`config.mk`:
```
export PLATFORM = sky130hd
export DESIGN_NAME = fault_retry_response
export DESIGN_NICKNAME = d
export VERILOG_FILES = /design/src/design/delay_unit_timer.v /design/src/design/reaction_registers.v /design/src/design/fault_retry_response.v
export VERILOG_INCLUDE_DIRS = /design/src /design/src/design
export SDC_FILE = /design/constraint.sdc
export NUM_CORES = 1
export LEC_CHECK = 0
export ABC_AREA = 1
export BUFFER_PORTS_ARGS = -buffer_cell sky130_fd_sc_hd__clkbuf_2
export CORE_ASPECT_RATIO = 1.1
export CORE_MARGIN = 1
export CORE_UTILIZATION = 40
export CTS_CLUSTER_SIZE = 20
export DETAILED_ROUTE_END_ITERATION = 12
export GPL_TIMING_DRIVEN = 0
export PLACE_DENSITY = 0.67
export SYNTH_ARGS = -nofsm -noshare
export SYNTH_HDL_FRONTEND = slang
export SYNTH_SLANG_ARGS = --single-unit
export TNS_END_PERCENT = 20
```
`constraint.sdc`:
```
create_clock -name clock -period 3 [get_ports clock]
set_input_delay 0.45 -clock clock [delete_from_list [all_inputs] [get_ports clock]]
set_output_delay 0.45 -clock clock [all_outputs]
set_load 0.01 [all_outputs]
```
`src/design/fault_retry_defs.vh`:
```
// Command codes, field positions, encodings and reset values of the fault response logic
`ifndef FAULT_RETRY_DEFS_VH
`define FAULT_RETRY_DEFS_VH

// ****************************************************************
// Command codes
// ****************************************************************
`define CMD_REACTION        8'h41
`define CMD_THRESHOLD       8'h46

// ****************************************************************
// Reaction register fields
// ****************************************************************
`define MODE_HI             7
`define MODE_LO             6
`define RETRY_HI            5
`define RETRY_LO            3
`define DELAY_HI            2
`define DELAY_LO            0

// ****************************************************************
// Encodings
// ****************************************************************
`define MODE_IGNORE         2'h0
`define MODE_RIDE           2'h1
`define MODE_SHUTDOWN       2'h2
`define MODE_FOLLOW         2'h3
`define RETRY_NONE          3'h0
`define RETRY_FOREVER       3'h7

// ****************************************************************
// Delay field decode, in time units
// ****************************************************************
`define UNITS_0             8'h01
`define UNITS_1             8'h02
`define UNITS_2             8'h04
`define UNITS_3             8'h08
`define UNITS_4             8'h10
`define UNITS_5             8'h20
`define UNITS_6             8'h40
`define UNITS_7             8'h80

// ****************************************************************
// Reset values
// ****************************************************************
`define REACTION_RESET      8'h80
`define THRESHOLD_RESET     16'h0000
`define READ_ZERO_8         8'h00
`define READ_ZERO_16        16'h0000

`endif

```
`src/design/delay_unit_timer.v`:
```
// Delay timer counting decoded time units of a configurable length
`timescale 1ns/100ps
`include "fault_retry_defs.vh"

module delay_unit_timer
#(
   parameter TICK_W = 16
)
(
   input  wire              clock,
   input  wire              rst_b,
   input  wire              ce,
   input  wire              start,
   input  wire [2:0]        code,
   input  wire [TICK_W-1:0] unit_ticks,
   output reg               done
);

   reg  [TICK_W-1:0] tick_reg;
   reg  [7:0]        units_reg;
   reg               busy_reg;

   // ****************************************************************
   // Delay field decode
   // ****************************************************************
   function [7:0] decode_units;
      input [2:0] c;
      begin
         case (c)
            3'h0:    decode_units = `UNITS_0;
            3'h1:    decode_units = `UNITS_1;
            3'h2:    decode_units = `UNITS_2;
            3'h3:    decode_units = `UNITS_3;
            3'h4:    decode_units = `UNITS_4;
            3'h5:    decode_units = `UNITS_5;
            3'h6:    decode_units = `UNITS_6;
            default: decode_units = `UNITS_7;
         endcase
      end
   endfunction

   // ****************************************************************
   // Counters
   // ****************************************************************
   // A zero unit length behaves as one tick so the timer always ends
   always @(posedge clock or negedge rst_b)
   begin
      if (!rst_b)
      begin
         tick_reg  <= {TICK_W{1'b0}};
         units_reg <= 8'h00;
         busy_reg  <= 1'b0;
         done      <= 1'b0;
      end
      else if (ce)
      begin
         done <= 1'b0;
         if (start)
         begin
            tick_reg  <= unit_ticks;
            units_reg <= decode_units(code) - 8'h01;
            busy_reg  <= 1'b1;
         end
         else if (busy_reg)
         begin
            if (tick_reg > {{(TICK_W-1){1'b0}}, 1'b1})
               tick_reg <= tick_reg - {{(TICK_W-1){1'b0}}, 1'b1};
            else if (units_reg != 8'h00)
            begin
               tick_reg  <= unit_ticks;
               units_reg <= units_reg - 8'h01;
            end
            else
            begin
               busy_reg <= 1'b0;
               done     <= 1'b1;
            end
         end
      end
   end

endmodule

```
`src/design/reaction_registers.v`:
```
// Command-code register file for over-current threshold and reaction
`timescale 1ns/100ps
`include "fault_retry_defs.vh"

module reaction_registers
(
   input  wire        clock,
   input  wire        rst_b,
   input  wire        ce,
   input  wire [7:0]  cmd_code,
   input  wire [15:0] cmd_wdata,
   input  wire        cmd_write,
   input  wire        cmd_read,
   output reg  [15:0] cmd_rdata,
   output reg         cmd_ack,
   output reg         cmd_nack,
   output reg  [7:0]  reaction,
   output reg  [15:0] threshold
);

   // ****************************************************************
   // Storage and read-back
   // ****************************************************************
   always @(posedge clock or negedge rst_b)
   begin
      if (!rst_b)
      begin
         reaction  <= `REACTION_RESET;
         threshold <= `THRESHOLD_RESET;
         cmd_rdata <= `READ_ZERO_16;
         cmd_ack   <= 1'b0;
         cmd_nack  <= 1'b0;
      end
      else if (ce)
      begin
         cmd_ack  <= 1'b0;
         cmd_nack <= 1'b0;
         if (cmd_write || cmd_read)
         begin
            case (cmd_code)
               `CMD_REACTION:
               begin
                  if (cmd_write)
                     reaction <= cmd_wdata[7:0];
                  cmd_rdata <= {`READ_ZERO_8, reaction};
                  cmd_ack   <= 1'b1;
               end
               `CMD_THRESHOLD:
               begin
                  if (cmd_write)
                     threshold <= cmd_wdata;
                  cmd_rdata <= threshold;
                  cmd_ack   <= 1'b1;
               end
               default:
               begin
                  cmd_rdata <= `READ_ZERO_16;
                  cmd_nack  <= 1'b1;
               end
            endcase
         end
      end
   end

endmodule

```
`src/design/fault_retry_response.v`:
```
// Over-current fault response sequencer with delayed shutdown and retries
// Operation
// - Retry field 4, 5, 6 allows exactly that many restart attempts.
// - After all attempts fail, output stays off until fault cleared.
// - Retry field 7 retries without limit until off command or other fault.
// - Attempt starts spaced by decoded delay count times unit length.
// - Delay field decodes 0..7 to 1,2,4,8,16,32,64,128 units.
// - Ride-through time after fault uses same decoded delay count.
// - Unit length comes from the separate unit configuration value.
// - Threshold held as 16-bit linear value at command 0x46.
// - Reaction held at command 0x41; mode 00 ignores the fault.
// - Mode 01 rides then retries, 10 shuts down, 11 follows fault.
// - Latched fault cleared by bit clear, clear-all, or off/on cycle.
// - Retry field zero means no restart; stay off until cleared.
`timescale 1ns/100ps
`include "fault_retry_defs.vh"

module fault_retry_response
#(
   parameter TICK_W = 16
)
(
   input  wire              clock,
   input  wire              rst_b,
   input  wire              ce,
   input  wire [7:0]        cmd_code,
   input  wire [15:0]       cmd_wdata,
   input  wire              cmd_write,
   input  wire              cmd_read,
   output wire [15:0]       cmd_rdata,
   output wire              cmd_ack,
   output wire              cmd_nack,
   input  wire [TICK_W-1:0] unit_ticks,
   input  wire              oc_fault,
   input  wire              on_request,
   input  wire              other_fault_stop,
   input  wire              clear_faults,
   input  wire              clear_oc_bit,
   output wire [15:0]       output_overcurrent_threshold,
   output reg               output_enable,
   output reg               fault_latched,
   output reg               oc_fault_seen,
   output reg  [2:0]        attempt_count,
   output reg               retrying
);

   // ****************************************************************
   // States
   // ****************************************************************
   // One-hot, so a corrupted code lands in the default branch
   localparam ST_RUN   = 7'h01;
   localparam ST_RIDE  = 7'h02;
   localparam ST_WAIT  = 7'h04;
   localparam ST_TRY   = 7'h08;
   localparam ST_LATCH = 7'h10;
   localparam ST_HOLD  = 7'h20;
   localparam ST_OFF   = 7'h40;

   reg  [6:0]  state_reg;
   reg  [6:0]  state_next;

   reg  [2:0]  attempt_reg;
   reg  [2:0]  attempt_next;

   reg         timer_start;
   reg         out_en_next;
   reg         seen_next;
   wire        timer_done;

   wire [7:0]  output_overcurrent_reaction;
   wire [1:0]  mode;
   wire [2:0]  retries;
   wire [2:0]  delay_code;
   wire        clear_any;

   // Fields are read live, so a rewrite acts on the next decision
   assign mode       = output_overcurrent_reaction[`MODE_HI:`MODE_LO];
   assign retries    = output_overcurrent_reaction[`RETRY_HI:`RETRY_LO];
   assign delay_code = output_overcurrent_reaction[`DELAY_HI:`DELAY_LO];
   assign clear_any  = clear_faults | clear_oc_bit;

   // ****************************************************************
   // Register file and timer
   // ****************************************************************
   reaction_registers u_regs
   (
      .clock     (clock),
      .rst_b     (rst_b),
      .ce        (ce),
      .cmd_code  (cmd_code),
      .cmd_wdata (cmd_wdata),
      .cmd_write (cmd_write),
      .cmd_read  (cmd_read),
      .cmd_rdata (cmd_rdata),
      .cmd_ack   (cmd_ack),
      .cmd_nack  (cmd_nack),
      .reaction  (output_overcurrent_reaction),
      .threshold (output_overcurrent_threshold)
   );

   // A new start reloads the timer and drops any stale count
   delay_unit_timer #(.TICK_W(TICK_W)) u_timer
   (
      .clock      (clock),
      .rst_b      (rst_b),
      .ce         (ce),
      .start      (timer_start),
      .code       (delay_code),
      .unit_ticks (unit_ticks),
      .done       (timer_done)
   );

   // ****************************************************************
   // Sequencer
   // ****************************************************************
   // Attempts are counted when they start, so the limit check on a
   // failed attempt compares the count already including it
   always @*
   begin
      state_next   = state_reg;
      attempt_next = attempt_reg;
      timer_start  = 1'b0;

      if (!on_request)
      begin
         state_next   = ST_OFF;
         attempt_next = 3'h0;
      end

      else if (other_fault_stop && state_reg != ST_OFF)
      begin
         state_next = ST_LATCH;
      end

      else
      begin
         case (state_reg)
            ST_RUN:
            begin
               if (oc_fault)
               begin
                  case (mode)
                     `MODE_IGNORE:
                        state_next = ST_RUN;

                     `MODE_RIDE:
                     begin
                        state_next  = ST_RIDE;
                        timer_start = 1'b1;
                     end

                     `MODE_SHUTDOWN:
                     begin
                        attempt_next = 3'h0;
                        if (retries == `RETRY_NONE)
                           state_next = ST_LATCH;
                        else
                        begin
                           state_next  = ST_WAIT;
                           timer_start = 1'b1;
                        end
                     end

                     default:
                        state_next = ST_HOLD;
                  endcase
               end
            end

            ST_RIDE:
            begin
               if (timer_done)
               begin
                  attempt_next = 3'h0;
                  if (!oc_fault)
                     state_next = ST_RUN;

                  else if (retries == `RETRY_NONE)
                     state_next = ST_LATCH;
                  else
                  begin
                     state_next  = ST_WAIT;
                     timer_start = 1'b1;
                  end
               end
            end

            ST_WAIT:
            begin
               if (timer_done)
               begin
                  state_next  = ST_TRY;
                  timer_start = 1'b1;

                  if (retries != `RETRY_FOREVER)
                     attempt_next = attempt_reg + 3'h1;
               end
            end

            // A fault ends the attempt at once; the running timer keeps
            // the start-to-start spacing
            ST_TRY:
            begin
               if (oc_fault)
               begin
                  if (retries != `RETRY_FOREVER && attempt_reg >= retries)
                     state_next = ST_LATCH;
                  else
                  begin
                     state_next  = ST_WAIT;
                     timer_start = timer_done;
                  end
               end
               else if (timer_done)
               begin
                  state_next   = ST_RUN;
                  attempt_next = 3'h0;
               end
            end

            // Only a clear or an off request leaves; a fault still present is met in run
            ST_LATCH:
            begin
               if (clear_any)
               begin
                  state_next   = ST_RUN;
                  attempt_next = 3'h0;
               end
            end

            ST_HOLD:
            begin
               if (!oc_fault)
                  state_next = ST_RUN;
            end

            // The off and on cycle also clears a latched fault
            ST_OFF:
            begin
               state_next = ST_RUN;
            end

            default:
            begin
               state_next   = ST_OFF;
               attempt_next = 3'h0;
            end
         endcase
      end
   end

   // ****************************************************************
   // Output and status decode
   // ****************************************************************
   // Sticky status: a new fault in the clearing cycle keeps the bit set
   always @*
   begin
      out_en_next = 1'b0;
      case (state_next)
         ST_RUN:  out_en_next = 1'b1;
         ST_RIDE: out_en_next = 1'b1;
         ST_TRY:  out_en_next = 1'b1;
         default: out_en_next = 1'b0;
      endcase

      seen_next = oc_fault_seen;
      if (clear_any)
         seen_next = 1'b0;
      if (oc_fault)
         seen_next = 1'b1;
   end

   // ****************************************************************
   // State registers
   // ****************************************************************
   always @(posedge clock or negedge rst_b)
   begin
      if (!rst_b)
      begin
         state_reg     <= ST_OFF;
         attempt_reg   <= 3'h0;

         output_enable <= 1'b0;
         fault_latched <= 1'b0;
         oc_fault_seen <= 1'b0;
         attempt_count <= 3'h0;
         retrying      <= 1'b0;
      end

      else if (ce)
      begin
         state_reg     <= state_next;
         attempt_reg   <= attempt_next;

         output_enable <= out_en_next;
         fault_latched <= (state_next == ST_LATCH);
         oc_fault_seen <= seen_next;
         attempt_count <= attempt_next;
         retrying      <= (state_next == ST_WAIT) || (state_next == ST_TRY);
      end
   end

endmodule

```
; ---- After elaboration in Yosys (flattened, before gate mapping)
; Index checks and enable logic that the tools add are counted.
[totals]
ff_bits = 82
input_bits = 50
out_inout_bits = 41
word_cells = 139
[op_classes]
add_sub_neg = 4
magnitude_cmp = 2
eq_ne = 33
n_mux = 62
bitwise_logic = 1
reduce_logical = 22
[op_table]
columns = operator, n
row1 = 16-bit 2-to-1 mux, 4
row2 = 7-bit 2-to-1 mux, 9
row3 = 8-bit one-hot mux with 7 select lines, 1
row4 = 7-bit one-hot mux with 7 select lines, 1
row5 = 8-bit 2-to-1 mux, 6
row6 = 16-bit one-hot mux with 2 select lines, 1
row7 = 3-bit 2-to-1 mux, 9
row8 = 1-bit 2-to-1 mux, 24
row9 = 3-bit one-hot mux with 6 select lines, 1
row10 = 6-bit one-hot mux with 3 select lines, 1
row11 = 8-bit by 7-bit == test with 1-bit output (second input constant), 2
row12 = 16-bit by 1-bit > comparator with 1-bit output (second input constant), 1
row13 = 16-bit by 1-bit subtractor with 16-bit output (second input constant), 1
row14 = 8-bit by 1-bit subtractor with 8-bit output (second input constant), 2
row15 = 5-bit 2-to-1 mux, 3
row16 = 3-bit != test (second input constant), 5
row17 = 7-bit by 1-bit == test with 1-bit output (second input constant), 2
row18 = 7-bit by 2-bit == test with 1-bit output (second input constant), 2
row19 = 7-bit by 3-bit == test with 1-bit output (second input constant), 2
row20 = 7-bit by 4-bit == test with 1-bit output (second input constant), 2
row21 = 7-bit by 5-bit == test with 1-bit output (second input constant), 2
row22 = 4-bit AND reduction, 3
row23 = 3-bit == test (second input constant), 3
row24 = 9-bit AND reduction, 1
row25 = 25 further kinds, 36

; ---- Longest topological paths before layout
; Gate-level depths: netlist (run 1).
[logic_depth]
depth_word = 11
depth_mapped = 22
depth_no_buf = 21

; ---- Hierarchy
; From an unflattened synthesis (run 1), not the netlist that was laid out.
[unflattened]
hier_cells = 765
area_unflattened_um2 = 5522.8
[by_module_without_submodules]
columns = module, instances, cells_per_inst, area_per_inst_um2, seq_area_each_um2
row1 = delay_unit_timer, 1, 321, 2154.6, 650.6
row2 = reaction_registers, 1, 225, 1933.1, 1052.3
row3 = fault_retry_response, 1, 219, 1435.1, 351.6

; ---- Worst setup path before layout (run 1)
; No wires, ideal clock.
[synth_path]
path_type = register to register
start = reg attempt_reg[2]
end = reg u_timer.units_reg[2]
setup_ns = 0.082
arrival_time_ns = 2.315
slack_ns = 0.603
path_stages_with_launch = 16
n_path_buf = 1
period_less_slack_ns = 2.397
cell_sequence = dfrtp_1 > ha_1 > a21oi_1 > o21ai_0 > nand2_1 > nand2_1 > nand2_1 > nand2_2 > nand2_4 > nand2_4 > buf_6 > o21ai_4 > inv_1 > ha_1 > or2_2 > a31oi_1
[synth_via]
elab_chain_len = 9
elab_cells_between_ends = 12
cone_classes = 1 x order compare / 1 x eq/ne / 6 x mux / 4 x reduce/logical
[synth_rtl]
columns = item, line
row1 = "start, declared", fault_retry_response.v:62  ; reg [2:0] attempt_reg;
row2 = "start signal, assigned", fault_retry_response.v:293  ; attempt_reg <= attempt_next;
row3 = 3-bit >= comparator (*), fault_retry_response.v:206  ; if (retries != `RETRY_FOREVER && attempt_reg >= retries)
row4 = 1-bit logical AND (*), fault_retry_response.v:206
row5 = 1-bit 2-to-1 mux (*), fault_retry_response.v:206
row6 = 1-bit 2-to-1 mux (*), fault_retry_response.v:204  ; if (oc_fault)
row7 = 1-bit one-hot mux with 4 select lines (*), fault_retry_response.v:137  ; case (state_reg)
row8 = 1-bit 2-to-1 mux (*), fault_retry_response.v:130  ; else if (other_fault_stop && state_reg != ST_OFF)
row9 = 1-bit 2-to-1 mux (*), fault_retry_response.v:124  ; if (!on_request)
row10 = 2-bit != test (no line) or 2-bit nonzero test (tied branches), -
row11 = 4-bit AND reduction (no line), -
row12 = "end signal, assigned", delay_unit_timer.v:61  ; units_reg <= decode_units(code) - 8'h01;
row13 = "end signal, assigned", delay_unit_timer.v:71  ; units_reg <= units_reg - 8'h01;
row14 = "end, declared", delay_unit_timer.v:20  ; reg [7:0] units_reg;
; Every way passes the cells marked *; elsewhere a longest branch is shown, timed or not.
; A chain may end at the register's enable or synchronous reset.

; ---- Worst setup path after layout (run 1)
[layout_path]
start = reg u_regs.reaction[5]
end = reg u_timer.units_reg[6]
[layout_via]
elab_chain_len = 9
elab_cells_between_ends = 19
cone_classes = 1 x order compare / 2 x eq/ne / 11 x mux / 5 x reduce/logical
[layout_rtl]
columns = item, line
row1 = "start, declared", reaction_registers.v:17  ; output reg [7:0] reaction,
row2 = "start signal, assigned", reaction_registers.v:28  ; reaction <= `REACTION_RESET;
row3 = "start signal, assigned", reaction_registers.v:44  ; reaction <= cmd_wdata[7:0];
row4 = "3-bit >= comparator, or another cell as far along", fault_retry_response.v:206
row5 = 1-bit logical AND or 1-bit 2-to-1 mux (tied branches), "fault_retry_response.v:206, fault_retry_response.v:155, fault_retry_response.v:178"
row6 = "1-bit 2-to-1 mux, or another cell as far along", fault_retry_response.v:206
row7 = "1-bit 2-to-1 mux, on equally long branches", "fault_retry_response.v:204, fault_retry_response.v:140, fault_retry_response.v:172"
row8 = 1-bit one-hot mux with 4 select lines (*), fault_retry_response.v:137
row9 = 1-bit 2-to-1 mux (*), fault_retry_response.v:130
row10 = 1-bit 2-to-1 mux (*), fault_retry_response.v:124
row11 = 2-bit != test (no line) or 2-bit nonzero test (tied branches), -
row12 = 4-bit AND reduction (no line), -
; Marked as above.

==> impl_results.md, run 1 <==
- Status: completed
- H-tree levels: 3
- Skew-Pair Late Insertion Delay: 340 ps
- RSZ-0062 raised after global routing: no
- Worst setup path endpoint: u_timer.units_reg[6]
- Storage element area: 0.00205 sq mm
- Multi-input logic area: 0.00236 sq mm
- DR WL/cell: 13.5 um
- Final WL: 11.9 mm
- Final net count: 785
- RR Endpoint: u_timer.units_reg[6]
- Busiest grt layer: met2
- Mapped Area: 0.00482 sq mm
- Async SR Flop Fraction: 100%
- Netlist cell types: 44
- CORE AREA: 0.0116 sq mm
- Postcts setup bufs: 0
- Final cycle utilization of the critical path: 88.6%
- Top_reg_cell synth: dfrtp_1
- Vias in the first global route: 4347
- WS Path Type: flop to flop
- Reg2Reg Depth: 21
- Via Count: 4469
- Minimum clock period: 2660 ps
- Startpoint Class: flop
- Clk sink count: 82
- Syn Area/Cell: 7.75 sq um
- VDD IR max: 0.000307 V
- FMAX: 376 MHz
- IO Port Bufs: 89
- Final setup vio count: 0
- Worst flop-to-flop path startpoint: u_regs.reaction[5]
- Proportion of synthesized chip area in sequential cells: 42.6%
- Dpl hpwl: 9.06 mm
- Relative slew slack: 59.2%
- Syn nets: 684
- DRC marker count from the first detailed-route iteration: 253
- Met3 Usage GRT: 4.65%
- Cell Rows: 41
- Overflow left after global routing: 0
- Clk buf depth: 2
- Cts repair resizes: 0
- Crit path from: u_regs.reaction[5]
- YS warnings: 0
- Setup TNS: 0 ps
- Remaining DRCs: 0
- FILL cells: 1152
- Dpl cell area: 0.00548 sq mm
- Top Ports: 91
- Share of cells above drive strength 1: 22.1%
- DIE HEIGHT: 117 um
- Die W: 107 um
- Routed Antenna Nets: 0
- CTS Hold Bufs: 0
- Met2 GRT Util: 35.1%
- Worst-Margin Slew: 605 ps
- Endpoints failing hold: 0
- Layout Skew: 7.20 ps
- P_leak: 0.00295 uW
- Gp weighted congestion: 0.871
- Overall power: 3320 uW
- Num CTS Buffers: 9
- Number of detailed-route iterations in the first pass: 5
- Max_cap viols: 0
- Largest net degree at the start of global routing: 43
- PD cells: 575 mW/mm^2
- CP Data Arrival Time: 2890 ps
- CTS tree: built
- Register clock-pin slew on the reported worst setup and hold paths: 60 ps
- Clock Root Buffer: clkbuf_16
- Max Slew Vio Count: 0
- Initial Util: 41.6%
- Slowest-stage cell, CP: dfrtp_1
- CP Cell Sequence: inv_1 -> ha_1 -> nand2_1 -> o21ai_0 -> nand2_1 -> nand2_1 -> nand2_1 -> nand2_2 -> nand2_4 -> nand2_4 -> buf_6 -> nand2_4 -> o21ai_4 -> inv_1 -> ha_1 -> nand2_1 -> inv_1 -> nand3_1 -> nand2_1 -> nand3_1 -> nand2_1
- Cells after synthesis: 622
- R2r setup slk: 340 ps
- CP required: 3230 ps
- Antenna diodes: 0
- EDFF count, synth: 0
- Worst min-delay path class: input port to asynchronous set/reset pin
- Global-route wire length before repair: 20.2 mm
- Initial antenna violation count: 0
- Yosys reg bits: 82
- Design Area, Final: 0.00578 sq mm
- Die Footprint: 0.0125 sq mm
- GRT Total Usage: 20.3%
- Max FO, Critical Path: 10
- Crit end category: flop
- Post-DR vias/cell: 5.09
- Max incr delay on CP: 400 ps
- GR Util met1: 25.9%
- Most frequent CP cell: nand2_1
- Layout area overhead: 19.8%
[worst min-delay path by stage]
stage / slack, ps / startpoint / cells past startpoint / end
2_1_floorplan: 150 / rst_b / 0 / attempt_reg[0]
3_3_place_gp: 470 / u_regs.cmd_rdata[12] / 2 / u_regs.cmd_rdata[12]
3_5_place_dp: 480 / retrying / 2 / retrying
4_1_cts: 150 / rst_b / 1 / oc_fault_seen
5_1_grt: 190 / rst_b / 1 / attempt_reg[0]
6_report: 140 / rst_b / 1 / oc_fault_seen
[cell type report]
| cell class | instances | area share [%] |
|---|---|---|
| inverters | 83 | 5.44 |
| repair buffers | 90 | 8.10 |
| plain buffers | 20 | 1.58 |
| clock buffers | 12 | 4.27 |
| multi-input cells | 437 | 40.9 |
| flip-flops and latches | 82 | 35.6 |
| clock inverters | 4 | 0.888 |
| well taps | 150 | 3.25 |
[cells in the final DEF (no fill, tap or decap), types with 9 or more instances in the layout]
master	count
dfrtp_1	80
o21ai_0	54
clkbuf_1	14
inv_1	70
nor3_1	10
xor2_1	14
ha_1	12
nand2_1	149
a31oi_1	11
a21oi_1	17
nand3_1	28
clkbuf_16	9
clkbuf_2	88
inv_2	10
o22ai_1	9
o31ai_1	9
nor2_1	57
[metrics by stage]
step	cells	setup WS (ps)	hold slack, ps	util, %
2_1_floorplan	622	603	154	-
3_3_place_gp	861	454	468	47.1
3_5_place_dp	862	341	476	47.2
4_1_cts	878	329	150	49.8
5_1_grt	878	43.5	186	49.8
6_report	878	341	136	49.8
[critical path, delay by kind of cell, from the launching register on]
family | cells | cell delay (ps)
AND/OR/NAND/NOR | 13 | 990
adder cells (fa/ha/maj) | 2 | 500
flip-flops | 1 | 400
buffers and inverters | 4 | 390
AO/OA/AOI/OAI | 2 | 260
[cells by family (layout without fill, tap and decap cells)]
logic type                 count (synthesis)  after routing  share of synthesized area (%)
AOI/OAI and AO/OA                        120            120                           14.6
xor gates and xnor gates                  14             14                           2.54
adders and majority gates                 12             12                           3.11
buffers and inverters                    103            209                           8.41
DFF                                       82             82                           42.6
muxes                                      2              2                          0.467
and+or+nand+nor                          289            289                           28.2
[Yosys cell counts (10+ instances only)]
cell type	n	share of area, %
xor2_1	14	2.5
a31oi_1	11	1.4
nand3_1	28	2.9
inv_1	70	5.4
nor3_1	10	1.0
nor2_1	57	4.4
inv_2	10	0.78
a21oi_1	17	1.8
clkbuf_1	12	0.93
dfrtp_1	80	42
ha_1	12	3.1
o21ai_0	54	5.6
nand2_1	149	12
[layer usage]
layer / vias up / routed length [um]
li1: 2226 / -
met4: 0 / 132
met2: 158 / 5600
met1: 2074 / 5410
met3: 11 / 729
met5: - / 0
[where the power goes]
part | switching (uW) | internal, uW
Sequential | 117 | 1240
Combinational | 516 | 329
Clock | 449 | 669
Total | 1080 | 2240
Note: power is estimated with default switching activity, not from simulation.
==> run 2, diff against run 1 <==
PLACE_DENSITY = 0.66   (was 0.67)
SYNTH_HIERARCHICAL = 1   (was default)
==> run 2 against run 1 <==
  * Hold slack worse by 34 ps
  * Routed wire length is 13% higher
  * Setup slack worse by 84 ps
  * Sequential cell count is the same
  * Fmax decreased by 3.1%
  * Die area grew 14%
  * Global-route usage fell by 0.49 points
  * Clock power about the same
==> impl_results.md, run 2 <==
- Num CTS Buffers: 9 (unchanged)
- PD cells: 582 mW/mm^2 (was 575 mW/mm^2)
- Most frequent cells in the layout: nand2_1, clkbuf_2, dfrtp_1 (unchanged)
- Endpoints failing hold: 0 (unchanged)
- Routed Antenna Nets: 0 (unchanged)
- Design Area, Final: 0.00667 sq mm (was 0.00578 sq mm)
- Cell Rows: 44 (was 41)
- Yosys reg bits: 82 (unchanged)
- H-tree levels: 3 (unchanged)
- EDFF count, synth: 0 (unchanged)
- Initial Util: 41.5% (was 41.6%)
- GRT Total Usage: 19.9% (was 20.3%)
- Initial antenna violation count: 0 (unchanged)
- Overflow left after global routing: 0 (unchanged)
- Commonest non-fill, non-tap cell in the layout: nand2_1 (unchanged)
- Max Slew Vio Count: 0 (unchanged)
- Via Count: 5025 (was 4469)
- Dpl cell area: 0.00623 sq mm (was 0.00548 sq mm)
- Proportion of synthesized chip area in sequential cells: 37.2% (was 42.6%)
- Skew-Pair Late Insertion Delay: 350 ps (was 340 ps)
- Startpoint Class: flop (unchanged)
- DR WL/cell: 12.6 um (was 13.5 um)
- Final setup vio count: 0 (unchanged)
- FMAX: 364 MHz (was 376 MHz)
- DIE HEIGHT: 125 um (was 117 um)
- Share of cells above drive strength 1: 28.1% (was 22.1%)
- Clock Root Buffer: clkbuf_16 (unchanged)
- Status: completed (unchanged)
- Worst-Margin Slew: 543 ps (was 605 ps)
- Layout Skew: 8.90 ps (was 7.20 ps)
- Hold slack: 103 ps (was 136 ps)
- Minimum clock period: 2740 ps (was 2660 ps)
- Crit end category: flop (unchanged)
- Worst min-delay path class: input port to asynchronous set/reset pin (unchanged)
- Clk sink count: 82 (unchanged)
- Top Ports: 91 (unchanged)
- Netlist cell types: 40 (was 44)
- Syn nets: 827 (was 684)
- Final net count: 939 (was 785)
- Post-synth top cells: nand2_1, dfrtp_1, nor2_1 (was nand2_1, dfrtp_1, inv_1)
- FILL cells: 1393 (was 1152)
- RR Endpoint: u_timer/units_reg[4] (was u_timer.units_reg[6])
- Antenna diodes: 0 (unchanged)
- Number of detailed-route iterations in the first pass: 4 (was 5)
- Ranking of synthesized cells by area: dfrtp_1, nand2_1, nand3_1 (was dfrtp_1, nand2_1, o21ai_0)
- Vias in the first global route: 4680 (was 4347)
- Dpl hpwl: 10.1 mm (was 9.06 mm)
- Async SR Flop Fraction: 100% (unchanged)
- Die Footprint: 0.0143 sq mm (was 0.0125 sq mm)
- Final cycle utilization of the critical path: 91.5% (was 88.6%)
- Cells after synthesis: 765 (was 622)
- Mapped Area: 0.00552 sq mm (was 0.00482 sq mm)
- YS warnings: 6 (was 0)
- Setup TNS: 0 ps (unchanged)
- Max FO, Critical Path: 8 (was 10)
- Post-synth top area cell: dfrtp_1 (unchanged)
- VDD IR max: 0.000407 V (was 0.000307 V)
- Top-count cell post-synth: nand2_1 (unchanged)
- Area share of the largest cell type after synthesis: 36.2% (was 41.5%)
- Syn Area/Cell: 7.22 sq um (was 7.75 sq um)
- CTS tree: built (unchanged)
- Max_cap viols: 0 (unchanged)
- Multi-input logic area: 0.00313 sq mm (was 0.00236 sq mm)
- Relative slew slack: 63.8% (was 59.2%)
- Reg2Reg Depth: 20 (was 21)
- R2r setup slk: 260 ps (was 340 ps)
- Layout area overhead: 20.8% (was 19.8%)
- Final WL: 13.4 mm (was 11.9 mm)
- Overall power: 3880 uW (was 3320 uW)
- Storage element area: 0.00206 sq mm (was 0.00205 sq mm)
- CORE AREA: 0.0133 sq mm (was 0.0116 sq mm)
- Global-route wire length before repair: 22.5 mm (was 20.2 mm)
- P_leak: 0.00370 uW (was 0.00295 uW)
- Remaining DRCs: 0 (unchanged)
- Die W: 114 um (was 107 um)
- Register clock-pin slew on the reported worst setup and hold paths: 70 ps (was 60 ps)
- Post-DR vias/cell: 4.71 (was 5.09)
- Clk buf depth: 2 (unchanged)
- Largest net degree at the start of global routing: 49 (was 43)
- Gp weighted congestion: 0.912 (was 0.871)
- CP required: 3280 ps (was 3230 ps)
- CP Data Arrival Time: 3030 ps (was 2890 ps)
- Worst flop-to-flop path startpoint: state_reg[0] (was u_regs.reaction[5])
- DRC marker count from the first detailed-route iteration: 214 (was 253)
- IO Port Bufs: 89 (unchanged)
- WS Path Type: flop to flop (unchanged)
- Top_reg_cell synth: dfrtp_1 (unchanged)
[run 2: cell types whose count changed in the layout (fill, tap and decap cells not counted), moves of 13 or more]
cell      change
clkbuf_1     -13
nand2_1     +145
o21ai_0      -22
nand2_2      +28
nand3_1      +25
inv_1        -15
nor2_2       +13
[run 2: power by group]
group | internal, uW | leakage, uW | switching, uW
logic | 522 | 0.00246 | 860
clock network | 586 | 0.000142 | 507
registers | 1240 | 0.00110 | 168
[run 2: metrics by stage]
stage          utilization, %  instances  setup WS (ps)
3_5_place_dp             46.8       1039           71.8
5_1_grt                  50.1       1066          -27.3
2_1_floorplan               -        765            424
3_3_place_gp             46.5       1038           87.6
6_report                 50.1       1066            256
4_1_cts                  48.9       1055           48.3
[run 2: timing repair]
| action | in CTS | in global routing |
|---|---|---|
| endpoints found under the setup margin | 0 | 5 |
| hold buffers | 0 | 0 |
| setup buffers | 0 | 11 |
| resized for setup | 0 | 18 |
[run 2: how the worst max path moves through the flow]
stage	from	end	cells past startpoint
after floorplan	attempt_reg[0]	u_timer/units_reg[4]	23
after global placement	u_regs/reaction[5]	u_timer/units_reg[4]	23
after detailed placement	u_regs/reaction[5]	u_timer/units_reg[4]	23
after CTS	u_regs/reaction[5]	u_timer/units_reg[4]	23
after global routing	state_reg[0]	u_timer/units_reg[4]	20
final	state_reg[0]	u_timer/units_reg[4]	20
[run 2: cell type report]
type	count	area share, %
clock inverters	7	1.01
inverters	71	4.13
flip-flops and latches	82	30.8
repair buffers	101	8.37
clock buffers	9	3.38
plain buffers	15	1.95
multi-input cells	597	46.9
well taps	184	3.45
[run 2: layer usage]
| metal | up-vias | track usage (%) | wire length, um |
|---|---|---|---|
| li1 | 2632 | - | - |
| met4 | 0 | 5.96 | 183 |
| met1 | 2288 | 25.7 | 6190 |
| met5 | - | 0 | 0 |
| met2 | 91 | 33.0 | 6540 |
| met3 | 14 | 4.27 | 525 |
[run 2: kinds of logic after synthesis]
kind of cell    Yosys count  share of synthesized area (%)
buf+inv                  86                           7.29
flops                    82                           37.2
xor+xnor                  9                           1.43
compound gates           69                           7.14
simple gates            507                           44.2
fa+ha+maj                12                           2.72
[run 2: critical path, cell delays in order, from the launching register on]
cell and delay [ps]:
dfrtp_1 470, nor2_2 180, nand2_1 110, nor2_4 210, inv_2 90, a21oi_1 130
nand3_1 90, nand2_1 60, nand2_1 50, nor2_2 150, buf_6 170, inv_6 70
nand2_2 70, inv_1 50, nor2_2 100, ha_2 220, nand3_2 100, nor2_4 130
xor2_1 150, nand2_1 60, nand2_1 50
==> run 3, diff against run 2 <==
PLACE_DENSITY = 0.68   (was 0.66)
clock period = 2.2 ns   (was 3 ns; I/O delays follow)
==> run 3 against run 2 <==
  * The flow now finishes with violations (negative setup slack)
  * Total power is 46% higher
  * Critical path depth is 3 higher
  * Final area is 7.1% higher
  * Largest power group is now combinational cells
  * Clock-buffer cell count is the same
  * Via count is 5.4% higher
  * Die area did not move
  * Non-clock buffer count increased by 33
  * Highest routed layer unchanged
==> impl_results.md, run 3 (synthesized netlist as in run 2, its figures left out) <==
- CORE AREA: 0.0133 sq mm (unchanged)
- Placed instance count: 1039 (unchanged)
- Routed Antenna Nets: 0 (unchanged)
- CTS Hold Bufs: 0 (unchanged)
- Clk sink count: 82 (unchanged)
- Final cycle utilization of the critical path: 121% (was 91.5%)
- P_leak: 0.00394 uW (was 0.00370 uW)
- Worst min-delay path class: input port to asynchronous set/reset pin (unchanged)
- Cell Rows: 44 (unchanged)
- Skew-Pair Late Insertion Delay: 350 ps (about the same)
- FMAX: 375 MHz (was 364 MHz)
- Dpl hpwl: 10.0 mm (was 10.1 mm)
- Violated checks: negative setup slack
- Die W: 114 um (unchanged)
- DR WL/cell: 13.2 um (was 12.6 um)
- Top Ports: 91 (unchanged)
- Gp weighted congestion: 0.916 (was 0.912)
- Worst setup margin: -464 ps (was 256 ps)
- Max_cap viols: 0 (unchanged)
- Vias in the first global route: 5260 (was 4680)
- CP Data Arrival Time: 2910 ps (was 3030 ps)
- Share of cells above drive strength 1: 34.2% (was 28.1%)
- Final net count: 972 (was 939)
- Max Slew Vio Count: 0 (unchanged)
- Register clock-pin slew on the reported worst setup and hold paths: 70 ps (about the same)
- VDD IR max: 0.000513 V (was 0.000407 V)
- Worst-Margin Slew: 573 ps (was 543 ps)
- H-tree levels: 3 (unchanged)
- Relative slew slack: 61.8% (was 63.8%)
- Die Footprint: 0.0143 sq mm (unchanged)
- Global-route wire length before repair: 24.3 mm (was 22.5 mm)
- Crit end category: flop (unchanged)
- Initial Util: 41.5% (unchanged)
- Remaining DRCs: 0 (unchanged)
- DIE HEIGHT: 125 um (unchanged)
- Pre-CTS setup slack: -545 ps (was 71.8 ps)
- Number of detailed-route iterations in the first pass: 8 (was 4)
- IO Port Bufs: 89 (unchanged)
- Overflow left after global routing: 0 (unchanged)
- Hold slack: 3.63 ps (was 103 ps)
- WS Path Type: flop to flop (unchanged)
- Most frequent cells in the layout: nand2_1, clkbuf_2, dfrtp_1 (unchanged)
- Clock Root Buffer: clkbuf_16 (unchanged)
- Final WL: 14.5 mm (was 13.4 mm)
- Status: complete, but fails checks (was completed)
- Largest net degree at the start of global routing: 45 (was 49)
- Via Count: 5295 (was 5025)
- Post-DR vias/cell: 4.82 (was 4.71)
- Endpoints failing hold: 0 (unchanged)
- Antenna diodes: 0 (unchanged)
- Num CTS Buffers: 9 (unchanged)
- PD cells: 794 mW/mm^2 (was 582 mW/mm^2)
- CTS tree: built (unchanged)
- Commonest non-fill, non-tap cell in the layout: nand2_1 (unchanged)
- DRC marker count from the first detailed-route iteration: 298 (was 214)
- Minimum clock period: 2660 ps (was 2740 ps)
- Layout Skew: 9.26 ps (was 8.90 ps)
- CP required: 2450 ps (was 3280 ps)
- GRT Total Usage: 21.4% (was 19.9%)
- Max FO, Critical Path: 5 (was 8)
- Final setup vio count: 31 (was 0)
- Clk buf depth: 2 (unchanged)
- RSZ-0062 raised after global routing: yes
- Initial antenna violation count: 0 (unchanged)
- Startpoint Class: flop (unchanged)
- Layout Cells excl Fill: 1099 (was 1066)
- Layout area overhead: 29.3% (was 20.8%)
run 3: area by class of cell:
type                       count  area [sq um]
buffer                        15           139
clock buffer                   9           225
clock inverter                 7           100
fill                        1318          6180
inverter                      71           283
multi-input combinational    597          3290
sequential                    82          2060
tap                          184           230
timing repair buffer         134           822
run 3: routing by layer:
metal / vias to the layer above / part of all wire (%) / global-route usage (%)
met5: - / 0 / 0
met3: 35 / 3.2 / 2.38
met2: 125 / 50 / 36.9
li1: 2701 / - / -
met4: 0 / 3.3 / 10.5
met1: 2434 / 44 / 26.4
run 3: report_power, final:
group	total, uW	switching [uW]	internal, uW
Clock	1670	669	1000
Sequential	1930	233	1690
Combinational	2070	1250	819
run 3: timing repair:
| action | 4_1_cts | 5_1_grt |
|---|---|---|
| endpoints found under the setup margin | 26 | 31 |
| resized for setup | 28 | 35 |
| gates cloned | 1 | 0 |
| pin swaps | 18 | 21 |
| buffers inserted | 33 | 10 |
run 3: critical path, stage by stage, from the launching register on:
cell,delay (ps)
dfrtp_1,420
ha_4,260
nand2_1,80
inv_1,50
nand2_1,70
nand2_2,70
nand2_2,70
nand2_1,50
nand2_1,60
nand3_1,70
nand2_1,90
nand2_2,70
nor2_4,140
buf_6,170
buf_4,140
nor2_1,50
inv_2,90
nand2_8,80
nor2_2,160
nand3_1,120
nand2_1,90
nand2_1,50
nand2_1,50
nand2_1,40
run 3: path summary, 6_finish.rpt:
check / end / cells past startpoint / slack [ps] / startpoint
setup / recovery: u_timer/units_reg[6] / 23 / -460 / attempt_reg[2]
hold / removal: u_regs/threshold[3] / 1 / 4 / rst_b
setup reg to reg: u_timer/units_reg[6] / 23 / -460 / attempt_reg[2]
hold reg to reg: retrying / 2 / 480 / retrying
max in group asynchronous: state_reg[6] / 2 / 1520 / rst_b
min in group clock: u_regs/threshold[8] / 3 / 180 / cmd_wdata[8]
run 3: through the flow:
stage | area [sq um] | setup TNS (ps) | util (%) | total power, uW
after floorplan | 5570 | -2330 | - | 3380
after global routing | 7140 | -14790 | 53.6 | 6050
final | 7140 | -10980 | 53.6 | 5670
after detailed placement | 6270 | -9240 | 47.1 | 3790
after CTS | 6960 | -8140 | 52.2 | 5590
after global placement | 6240 | -19960 | 46.9 | 3770
